[src/rtl/tec_pkg.sv]
// Constants and types shared by the thermal event configuration block
//Function
// - With auto turn-off on and supply good at interval end, keep sensing.
// - With auto turn-off on and supply low at interval end, force shutdown.
// - Writing zero to the shutdown bit restarts sensing.
// - Auto turn-off enable is a factory strap, invisible to host reads.
// - Critical lock resets to zero; when set, critical trip writes are ignored.
// - One write of one sets the critical lock until power-on reset.
// - Window lock resets to zero; when set, upper and lower writes ignored.
// - One write of one sets the window lock until power-on reset.
// - Writing one to clear bit drops a pending alert in interrupt mode.
// - Clear bit has no effect in comparator mode.
// - Clear bit is write-only and reads zero.
// - Status bit reads one while this device asserts the alert output.
// - Writes to the status bit are ignored.
// - Output enable resets to zero; one lets the device drive alert.
// - Either lock freezes output enable, critical-only and polarity bits.
// - Critical-only zero: window or critical events; one: critical only.
// - Polarity zero gives active-low alert, one gives active-high.
// - While shut down, sensing stays off and no events are generated.
// - Mode bit: zero comparator, one interrupt; frozen while locked.
package tec_pkg;

  localparam int unsigned CLK_HZ        = 20_000_000;
  localparam int unsigned PWRUP_TIME_MS = 30;
  localparam int unsigned PWRUP_CYCLES  = PWRUP_TIME_MS * (CLK_HZ / 1000);
  localparam int unsigned PWRUP_CNT_W   = 20;

  // Fixed upper nibble of the sensor's bus address; pins give the rest
  localparam logic [3:0]  BUS_ADDR_HI   = 4'h3;

  localparam logic [7:0]  PTR_CONFIG    = 8'h01;
  localparam logic [7:0]  PTR_UPPER     = 8'h02;
  localparam logic [7:0]  PTR_LOWER     = 8'h03;
  localparam logic [7:0]  PTR_CRIT      = 8'h04;
  localparam logic [7:0]  PTR_TEMP      = 8'h05;

  localparam logic [15:0] TRIP_RESET    = 16'h0000;
  localparam logic [15:0] TRIP_MASK     = 16'h1FFC;
  localparam logic [7:0]  PTR_RESET     = 8'h00;

  localparam int unsigned CFG_SHUTDOWN  = 8;
  localparam int unsigned CFG_CT_LOCK   = 7;
  localparam int unsigned CFG_AW_LOCK   = 6;
  localparam int unsigned CFG_CLEAR     = 5;
  localparam int unsigned CFG_STATUS    = 4;
  localparam int unsigned CFG_OUT_EN    = 3;
  localparam int unsigned CFG_CRIT_ONLY = 2;
  localparam int unsigned CFG_POLARITY  = 1;
  localparam int unsigned CFG_MODE      = 0;

  localparam logic [3:0]  BITS_PER_BYTE = 4'h8;
  localparam logic [3:0]  LAST_TX_BIT   = 4'h7;
  localparam logic [2:0]  BYTE_ADDR     = 3'h0;
  localparam logic [2:0]  BYTE_PTR      = 3'h1;
  localparam logic [2:0]  BYTE_DATA_HI  = 3'h2;
  localparam logic [2:0]  BYTE_DATA_LO  = 3'h3;
  localparam logic [2:0]  BYTE_EXTRA    = 3'h4;

  typedef struct packed {
    logic [15:0] upper;
    logic [15:0] lower;
    logic [15:0] critical;
  } tec_trip_t;

  typedef struct packed {
    logic [7:0]  ptr;
    logic [15:0] data;
  } tec_wreq_t;

  typedef enum logic [2:0] {
    TEC_IDLE,
    TEC_RECV,
    TEC_ACK,
    TEC_SEND,
    TEC_MACK
  } tec_phase_t;

endpackage

[src/rtl/tec_config_lock.sv]
// Configuration, lock and alert output logic of the module temperature sensor
`timescale 1ns/10ps
module tec_config_lock
  import tec_pkg::*;
#(
  parameter int unsigned PWRUP_CNT = PWRUP_CYCLES
) (
  input  wire logic        sys_clk,
  input  wire logic        arst_n,
  input  wire logic        scl_i,
  input  wire logic        sda_i,
  output logic             sda_o,
  output logic             sda_oe,
  input  wire logic [2:0]  addr_pins,
  input  wire logic        supply_ok,
  input  wire logic        auto_off_fuse,
  input  wire logic        crit_event,
  input  wire logic        window_event,
  input  wire logic [15:0] temp_value,
  output logic             alert_o,
  output logic             alert_oe,
  output logic             sensor_powerdown,
  output tec_trip_t        trip_limits
);

  ////////////////////////////////////////////////////////////////////////////
  // Declarations

  logic        scl_s1;
  logic        scl_s2;
  logic        scl_s3;
  logic        sda_s1;
  logic        sda_s2;
  logic        sda_s3;
  logic [2:0]  addr_s1;
  logic [2:0]  addr_s2;

  logic        scl_rise;
  logic        scl_fall;
  logic        start_cond;
  logic        stop_cond;
  logic        addr_hit;
  logic        byte_done;

  tec_phase_t  phase;
  logic [3:0]  bit_cnt;
  logic [2:0]  byte_idx;
  logic        rd_mode;
  logic        nack;
  logic        tx_lo;
  logic [7:0]  shreg;
  logic [7:0]  tx_byte;
  logic [15:0] rd_word;
  logic [15:0] rd_mux;

  logic [7:0]  ptr;
  logic [7:0]  wr_hi;
  logic        wr_valid;
  tec_wreq_t   wreq;

  logic        ct_lock;
  logic        aw_lock;
  logic        shutdown;
  logic        out_en;
  logic        crit_only;
  logic        polarity;
  logic        mode_int;
  logic        locked;
  logic        cfg_wr;
  logic        force_off;

  logic        ev_src;
  logic        ev_src_q;
  logic        pending;
  logic        alert_act;
  logic        alert_status;

  ////////////////////////////////////////////////////////////////////////////
  // Helpers

  // Locked trip registers keep their value; reserved bits stay zero
  function automatic logic [15:0] trip_next(input logic [15:0] old,
                                            input logic [15:0] data,
                                            input logic        lock);
    trip_next = lock ? old : (data & TRIP_MASK);
  endfunction

  ////////////////////////////////////////////////////////////////////////////
  // Pin synchronisers

  always_ff @(posedge sys_clk or negedge arst_n) begin
    if (!arst_n) begin
      scl_s1  <= 1'b1;
      scl_s2  <= 1'b1;
      scl_s3  <= 1'b1;
      sda_s1  <= 1'b1;
      sda_s2  <= 1'b1;
      sda_s3  <= 1'b1;
      addr_s1 <= 3'h0;
      addr_s2 <= 3'h0;
    end else begin
      scl_s1  <= scl_i;
      scl_s2  <= scl_s1;
      scl_s3  <= scl_s2;
      sda_s1  <= sda_i;
      sda_s2  <= sda_s1;
      sda_s3  <= sda_s2;
      addr_s1 <= addr_pins;
      addr_s2 <= addr_s1;
    end
  end

  assign scl_rise   = scl_s2 & ~scl_s3;
  assign scl_fall   = ~scl_s2 & scl_s3;
  assign start_cond = scl_s2 & scl_s3 & sda_s3 & ~sda_s2;
  assign stop_cond  = scl_s2 & scl_s3 & ~sda_s3 & sda_s2;
  assign addr_hit   = (shreg[7:1] == {BUS_ADDR_HI, addr_s2});
  assign byte_done  = scl_fall & (phase == TEC_RECV) & (bit_cnt == BITS_PER_BYTE);

  ////////////////////////////////////////////////////////////////////////////
  // Two-wire slave sequencer

  always_ff @(posedge sys_clk or negedge arst_n) begin
    if (!arst_n) begin
      phase    <= TEC_IDLE;
      bit_cnt  <= 4'h0;
      byte_idx <= BYTE_ADDR;
      rd_mode  <= 1'b0;
      nack     <= 1'b0;
      tx_lo    <= 1'b0;
      shreg    <= 8'h00;
      tx_byte  <= 8'h00;
      rd_word  <= 16'h0000;
      sda_oe   <= 1'b0;
    end else if (start_cond) begin
      // Repeated start restarts the address phase
      phase    <= TEC_RECV;
      bit_cnt  <= 4'h0;
      byte_idx <= BYTE_ADDR;
      sda_oe   <= 1'b0;
    end else if (stop_cond) begin
      phase  <= TEC_IDLE;
      sda_oe <= 1'b0;
    end else if (scl_rise) begin
      case (phase)
        TEC_RECV: begin
          shreg   <= {shreg[6:0], sda_s2};
          bit_cnt <= bit_cnt + 4'h1;
        end
        TEC_MACK: begin
          nack <= sda_s2;
        end
        default: begin
        end
      endcase
    end else if (scl_fall) begin
      case (phase)
        TEC_RECV: begin
          if (bit_cnt == BITS_PER_BYTE) begin
            if ((byte_idx == BYTE_ADDR) && !addr_hit) begin
              phase <= TEC_IDLE;
            end else begin
              phase  <= TEC_ACK;
              sda_oe <= 1'b1;
              if (byte_idx == BYTE_ADDR) begin
                rd_mode <= shreg[0];
              end
            end
          end
        end
        TEC_ACK: begin
          bit_cnt <= 4'h0;
          if ((byte_idx == BYTE_ADDR) && rd_mode) begin
            // Snapshot the word so both bytes come from one instant
            phase   <= TEC_SEND;
            rd_word <= rd_mux;
            tx_byte <= rd_mux[15:8];
            tx_lo   <= 1'b1;
            sda_oe  <= ~rd_mux[15];
          end else begin
            phase  <= TEC_RECV;
            sda_oe <= 1'b0;
            if (byte_idx != BYTE_EXTRA) begin
              byte_idx <= byte_idx + 3'h1;
            end
          end
        end
        TEC_SEND: begin
          if (bit_cnt == LAST_TX_BIT) begin
            phase  <= TEC_MACK;
            sda_oe <= 1'b0;
          end else begin
            bit_cnt <= bit_cnt + 4'h1;
            tx_byte <= {tx_byte[6:0], 1'b0};
            sda_oe  <= ~tx_byte[6];
          end
        end
        TEC_MACK: begin
          if (nack) begin
            phase <= TEC_IDLE;
          end else begin
            phase   <= TEC_SEND;
            bit_cnt <= 4'h0;
            tx_lo   <= ~tx_lo;
            tx_byte <= tx_lo ? rd_word[7:0] : rd_word[15:8];
            sda_oe  <= tx_lo ? ~rd_word[7] : ~rd_word[15];
          end
        end
        default: begin
          phase <= TEC_IDLE;
        end
      endcase
    end
  end

  // Open-drain data line only ever pulls low
  always_ff @(posedge sys_clk or negedge arst_n) begin
    if (!arst_n) begin
      sda_o <= 1'b0;
    end else begin
      sda_o <= 1'b0;
    end
  end

  ////////////////////////////////////////////////////////////////////////////
  // Pointer and write request capture

  always_ff @(posedge sys_clk or negedge arst_n) begin
    if (!arst_n) begin
      ptr      <= PTR_RESET;
      wr_hi    <= 8'h00;
      wr_valid <= 1'b0;
      wreq     <= '0;
    end else begin
      wr_valid <= 1'b0;
      if (byte_done) begin
        case (byte_idx)
          BYTE_PTR: begin
            ptr <= shreg;
          end
          BYTE_DATA_HI: begin
            wr_hi <= shreg;
          end
          BYTE_DATA_LO: begin
            wr_valid  <= 1'b1;
            wreq.ptr  <= ptr;
            wreq.data <= {wr_hi, shreg};
          end
          default: begin
          end
        endcase
      end
    end
  end

  ////////////////////////////////////////////////////////////////////////////
  // Read multiplexer

  always_comb begin
    rd_mux = 16'h0000;
    case (ptr)
      PTR_CONFIG: begin
        rd_mux[CFG_SHUTDOWN]  = shutdown;
        rd_mux[CFG_CT_LOCK]   = ct_lock;
        rd_mux[CFG_AW_LOCK]   = aw_lock;
        rd_mux[CFG_CLEAR]     = 1'b0;
        rd_mux[CFG_STATUS]    = alert_status;
        rd_mux[CFG_OUT_EN]    = out_en;
        rd_mux[CFG_CRIT_ONLY] = crit_only;
        rd_mux[CFG_POLARITY]  = polarity;
        rd_mux[CFG_MODE]      = mode_int;
      end
      PTR_UPPER: begin
        rd_mux = trip_limits.upper;
      end
      PTR_LOWER: begin
        rd_mux = trip_limits.lower;
      end
      PTR_CRIT: begin
        rd_mux = trip_limits.critical;
      end
      PTR_TEMP: begin
        rd_mux = temp_value;
      end
      default: begin
        rd_mux = 16'h0000;
      end
    endcase
  end

  ////////////////////////////////////////////////////////////////////////////
  // Trip limit registers

  always_ff @(posedge sys_clk or negedge arst_n) begin
    if (!arst_n) begin
      trip_limits.upper    <= TRIP_RESET;
      trip_limits.lower    <= TRIP_RESET;
      trip_limits.critical <= TRIP_RESET;
    end else if (wr_valid) begin
      case (wreq.ptr)
        PTR_UPPER: begin
          trip_limits.upper <= trip_next(trip_limits.upper, wreq.data, aw_lock);
        end
        PTR_LOWER: begin
          trip_limits.lower <= trip_next(trip_limits.lower, wreq.data, aw_lock);
        end
        PTR_CRIT: begin
          trip_limits.critical <= trip_next(trip_limits.critical, wreq.data, ct_lock);
        end
        default: begin
        end
      endcase
    end
  end

  ////////////////////////////////////////////////////////////////////////////
  // Configuration bits

  assign cfg_wr = wr_valid & (wreq.ptr == PTR_CONFIG);
  assign locked = ct_lock | aw_lock;

  tec_pwrup_timer #(
    .CNT (PWRUP_CNT)
  ) u_pwrup (
    .sys_clk   (sys_clk),
    .arst_n    (arst_n),
    .fuse_in   (auto_off_fuse),
    .supply_in (supply_ok),
    .force_off (force_off)
  );

  // Locks are sticky: only the power-on reset clears them
  always_ff @(posedge sys_clk or negedge arst_n) begin
    if (!arst_n) begin
      ct_lock <= 1'b0;
      aw_lock <= 1'b0;
    end else if (cfg_wr) begin
      ct_lock <= ct_lock | wreq.data[CFG_CT_LOCK];
      aw_lock <= aw_lock | wreq.data[CFG_AW_LOCK];
    end
  end

  always_ff @(posedge sys_clk or negedge arst_n) begin
    if (!arst_n) begin
      out_en    <= 1'b0;
      crit_only <= 1'b0;
      polarity  <= 1'b0;
      mode_int  <= 1'b0;
    end else if (cfg_wr && !locked) begin
      out_en    <= wreq.data[CFG_OUT_EN];
      crit_only <= wreq.data[CFG_CRIT_ONLY];
      polarity  <= wreq.data[CFG_POLARITY];
      mode_int  <= wreq.data[CFG_MODE];
    end
  end

  // Shutdown may always be cleared, but set by host only when unlocked
  always_ff @(posedge sys_clk or negedge arst_n) begin
    if (!arst_n) begin
      shutdown <= 1'b0;
    end else if (force_off) begin
      shutdown <= 1'b1;
    end else if (cfg_wr) begin
      if (!wreq.data[CFG_SHUTDOWN]) begin
        shutdown <= 1'b0;
      end else if (!locked) begin
        shutdown <= 1'b1;
      end
    end
  end

  // Registered copy of shutdown, one cycle later; all logic on sys_clk keeps running
  always_ff @(posedge sys_clk or negedge arst_n) begin
    if (!arst_n) begin
      sensor_powerdown <= 1'b0;
    end else begin
      sensor_powerdown <= shutdown;
    end
  end

  ////////////////////////////////////////////////////////////////////////////
  // Alert generation

  assign ev_src    = ~shutdown & (crit_event | (~crit_only & window_event));
  assign alert_act = mode_int ? pending : ev_src;

  always_ff @(posedge sys_clk or negedge arst_n) begin
    if (!arst_n) begin
      ev_src_q <= 1'b0;
      pending  <= 1'b0;
    end else begin
      ev_src_q <= ev_src;
      if (!mode_int) begin
        pending <= 1'b0;
      end else if (ev_src && !ev_src_q) begin
        pending <= 1'b1;
      end else if (cfg_wr && wreq.data[CFG_CLEAR]) begin
        pending <= 1'b0;
      end
    end
  end

  always_ff @(posedge sys_clk or negedge arst_n) begin
    if (!arst_n) begin
      alert_status <= 1'b0;
    end else begin
      alert_status <= alert_act & out_en;
    end
  end

  // Open drain: active-high assertion is a release, so idle is a pull-low
  always_ff @(posedge sys_clk or negedge arst_n) begin
    if (!arst_n) begin
      alert_o  <= 1'b0;
      alert_oe <= 1'b0;
    end else begin
      alert_o  <= 1'b0;
      alert_oe <= out_en & (alert_act ^ polarity);
    end
  end

endmodule

[src/rtl/tec_pwrup_timer.sv]
// Power-up interval timer that may force the sensor into shutdown
`timescale 1ns/10ps
module tec_pwrup_timer
  import tec_pkg::*;
#(
  parameter int unsigned CNT = PWRUP_CYCLES
) (
  input  wire logic sys_clk,
  input  wire logic arst_n,
  input  wire logic fuse_in,
  input  wire logic supply_in,
  output logic      force_off
);

  localparam logic [PWRUP_CNT_W-1:0] CNT_LAST = PWRUP_CNT_W'(CNT - 1);

  logic                   fuse_s1;
  logic                   fuse_s2;
  logic                   sup_s1;
  logic                   sup_s2;
  logic                   running;
  logic [PWRUP_CNT_W-1:0] cnt;

  always_ff @(posedge sys_clk or negedge arst_n) begin
    if (!arst_n) begin
      fuse_s1 <= 1'b0;
      fuse_s2 <= 1'b0;
      sup_s1  <= 1'b0;
      sup_s2  <= 1'b0;
    end else begin
      fuse_s1 <= fuse_in;
      fuse_s2 <= fuse_s1;
      sup_s1  <= supply_in;
      sup_s2  <= sup_s1;
    end
  end

  // Interval starts when reset releases, i.e. when the oscillator runs
  always_ff @(posedge sys_clk or negedge arst_n) begin
    if (!arst_n) begin
      cnt       <= '0;
      running   <= 1'b1;
      force_off <= 1'b0;
    end else begin
      force_off <= 1'b0;
      if (running) begin
        if (cnt == CNT_LAST) begin
          running   <= 1'b0;
          force_off <= fuse_s2 & ~sup_s2;
        end else begin
          cnt <= cnt + 1'b1;
        end
      end
    end
  end

endmodule

[config.mk]
export PLATFORM = sky130hd
export DESIGN_NAME = tec_config_lock
export DESIGN_NICKNAME = d
export VERILOG_FILES = /design/src/rtl/tec_pkg.sv /design/src/rtl/tec_config_lock.sv /design/src/rtl/tec_pwrup_timer.sv
export SDC_FILE = /design/constraint.sdc
export NUM_CORES = 1
export LEC_CHECK = 0
export ABC_AREA = 1
export BUFFER_PORTS_ARGS = -buffer_cell sky130_fd_sc_hd__buf_2
export CAP_MARGIN = 20
export CORE_MARGIN = 5
export CORE_UTILIZATION = 64
export DETAILED_ROUTE_END_ITERATION = 8
export PLACE_DENSITY_LB_ADDON = 0.12
export SYNTH_ARGS = -nofsm -noshare
export SYNTH_HDL_FRONTEND = slang
export SYNTH_SLANG_ARGS = --single-unit
[constraint.sdc]
create_clock -name sys_clk -period 3.8 [get_ports sys_clk]
set_input_delay 0 -clock sys_clk [delete_from_list [all_inputs] [get_ports sys_clk]]
set_output_delay 0 -clock sys_clk [all_outputs]
set_load 0.005 [all_outputs]
==> results by group <==
Routing
  • Number of DRC markers in iteration 0: around 900
  • Vias per cell: ~5.5
  • Via count: 6707
  • DRT antenna net count: 0
  • Drt total wl: between 15000 and 20000 um
  • First drt pass iteration count: 6
  • Post-route DRC: 0
  • Avg WL per Cell: around 15 um

Synthesis
  • Yosys cell types: ~40
  • Synth Cell Area: between 7000 and 8000 sq um
  • Synth top area share: 0.4909
  • Top cells by area, synth: dfrtp_1 (49%), nand2_1 (12%), o21ai_0 (5.8%)
  • Yosys top cell by area: dfrtp_1
  • Register area share after synthesis: 0.5140
  • Top-count cell post-synth: nand2_1
  • Synth Flop Type: dfrtp_1
  • Synth Register Bits: around 160
  • Number of warning messages in the yosys log: 0
  • Async SR Flop Fraction: 1.000
  • Avg Synthesized Cell Area: between 8 and 9 sq um
  • Synth cell count leaders: nand2_1 (251), dfrtp_1 (156), inv_1 (94)
  • Number of synthesized flops with an enable pin: 0
  • Synth Instances: approximately 960

GRT
  • Initial antenna violation count: 0
  • Largest net degree at the start of global routing: approximately 110
  • Gr usage total: 0.2702
  • Grt ovf: 0
  • Vias in the first global route: roughly 6400
  • First-pass GRT wire length: between 30000 and 40000 um

Timing
  • Hold Worst Slack: -3.965 ps
  • Max-slew headroom: 0.2888
  • Final hold violation count: 10
  • RSZ-0062 raised after global routing: no
  • Worst-margin pin slew: 1063 ps
  • Final Setup Violations: 0
  • Min Tclk post-route: 2178 ps
  • Fin Setup TNS: 0 ps
  • Clk_skew: between 9 and 10 ps
  • Max Clk Rate: 459.1 MHz
  • Fin crit share: 0.5732
  • Final Max Tran Viols: 0

Layout
  • Share of layout cells above drive strength 1: 0.1419
  • Sequential cell area: slightly above 4000 sq um
  • Fin nets: between 1000 and 1500
  • # fillers: 897
  • Area of the multi-input gates: roughly 3300 sq um
  • Antenna Cells: 0
  • Area Growth Syn to Fin: 15.25%

CTS
  • CTS tree: done
  • Depth of the CTS H-tree: 4
  • Clock-pin slew on the worst setup and hold paths: around 60 ps
  • Skew-Pair Late Insertion Delay: ~420 ps
  • CTS Buf Count: 17
  • Cts repair resizes: 0
  • Clk buf depth: 2
  • Root buffer cell: clkbuf_16
  • Clk sinks: approximately 160

Setup path
  • Critical Path RT: 4090 ps
  • CP Capture Type: flop
  • CP arrival: 2470 ps
  • Setup CP Type: flop to flop
  • Crit start category: flop
  • Crit-path max FO: 22

Pwr
  • Max VDD drop: between 300 and 400 uV
  • Leak: 4.402 nW
  • Pwr Density: ~430 nW/um^2

Run status
  • Status: finished with violations
  • Failing checks: hold timing

Place
  • # port buffers: 62
  • Routability cong.: 0.8674
  • DPL Wire Length: ~13000 um

Floorplan
  • Core ar.: approximately 12000 sq um
  • Die area: about 15000 sq um
  • Die Y-Extent: approximately 120 um
  • # IOs: 80
  • Starting Density: 0.6566
  • Die width: about 120 um
  • FP Rows: 40

Worst hold path
  • Worst min path class: input port to async pin

Job
  • Max-cap violation count: 0
per-stage QoR:
step | power, mW | cell area, sq um | util | setup slack (ps) | instances
2_1_floorplan | 2.022 | 8013 | - | 2196 | 974
3_3_place_gp | 2.105 | 8302 | 0.6854 | 1717 | 1165
3_5_place_dp | 2.114 | 8302 | 0.6854 | 1680 | 1165
4_1_cts | 3.970 | 9138 | 0.7544 | 1567 | 1217
5_1_grt | 4.103 | 9165 | 0.7567 | 1289 | 1218
6_report | 3.955 | 9165 | 0.7567 | 1622 | 1218
routing by layer:
metal  vias up  GRT usage  wire (um)
met1      3163     0.3722       8057
li1       3234          -          -
met3        39    0.04336       1219
met2       271     0.4356       8839
met5         -          0          0
met4         0    0.09874        505
flip-flops by register name, indices dropped and copies added, names as in the netlist, 3 cells and up:
| signal | cells |
|---|---|
| shreg | 8 |
| addr_s1 | 3 |
| phase | 3 |
| byte_idx | 3 |
| u_pwrup.cnt | 20 |
| rd_word | 16 |
| trip_limits | 33 |
| wr_hi | 5 |
| ptr | 8 |
| wreq | 21 |
| addr_s2 | 3 |
| tx_byte | 7 |
| bit_cnt | 4 |
layout make-up:
type | instances | share of cell area
tap | 168 | 0.02294
clock buffer | 22 | 0.04956
clock inverter | 10 | 0.01980
timing repair buffer | 89 | 0.06430
multi-input combinational | 662 | 0.3548
sequential | 163 | 0.4460
inverter | 104 | 0.04259
critical path, stage by stage (launching register included):
cell     delay (ps)
dfrtp_1         360
inv_1            80
nand4_1         210
nor3_2          190
nand4_1         680
o21ai_0         520
timing repair:
item,in CTS,in global routing
endpoints found under the hold margin,131,0
hold buffers,20,0
buffers inserted,0,0
kinds of logic (layout without fill, tap and decap cells):
| family | Yosys count | after routing | share of synthesized area |
|---|---|---|---|
| flip-flops | 163 | 163 | 0.5140 |
| adder cells (fa/ha/maj) | 12 | 12 | 0.01888 |
| AO/OA/AOI/OAI | 167 | 167 | 0.1160 |
| multiplexers | 2 | 2 | 0.002832 |
| buffers and inverters | 149 | 225 | 0.08559 |
| AND/OR/NAND/NOR | 448 | 448 | 0.2447 |
| other | 1 | 17 | 0.0004715 |
| XOR/XNOR | 16 | 16 | 0.01762 |
worst paths after layout:
check	start	end	slack [ps]	cells after the start
worst min register to register	addr_s1[1]	addr_s2[1]	350	0
worst max-delay path	wreq[22]	trip_limits[19]	1620	5
min in group sys_clk	temp_value[0]	rd_word[0]	20	5
worst min-delay path	arst_n	u_pwrup.cnt[7]	-4	2
worst max register to register	wreq[22]	trip_limits[19]	1620	5
max in group asynchronous	arst_n	u_pwrup.running	2700	4
where the power goes:
part           switching (mW)  internal, mW  leakage, nW
Clock                   0.669          1.18        0.308
Sequential             0.0633          1.80         2.09
Combinational           0.155        0.0901         2.00
Total                   0.888          3.07         4.40
cell usage in the layout (no fill, tap or decap), types with 4 or more instances in the layout:
| cell type | netlist | routed |
|---|---|---|
| nand2_1 | 251 | 251 |
| dfrtp_1 | 156 | 156 |
| inv_1 | 94 | 94 |
| o21ai_0 | 92 | 92 |
| nand3_1 | 82 | 82 |
| nor2_1 | 64 | 63 |
| buf_2 | 13 | 61 |
| o21ai_1 | 29 | 29 |
| dlygate4sd3_1 | 0 | 20 |
| a21oi_1 | 19 | 19 |
| nor3_1 | 18 | 18 |
| conb_1 | 1 | 17 |
| clkbuf_16 | 0 | 17 |
| nand4_1 | 13 | 13 |
| o21ai_2 | 13 | 13 |
| xor2_1 | 12 | 12 |
| ha_1 | 12 | 12 |
| inv_2 | 10 | 10 |
| dfstp_2 | 7 | 7 |
| buf_4 | 22 | 6 |
| bufinv_16 | 0 | 5 |
| nor2_4 | 3 | 4 |
| o21a_1 | 4 | 4 |
| nand3_2 | 4 | 4 |
| xnor2_1 | 4 | 4 |
| clkbuf_1 | 7 | 4 |
Note: power is estimated with default switching activity, not from simulation.
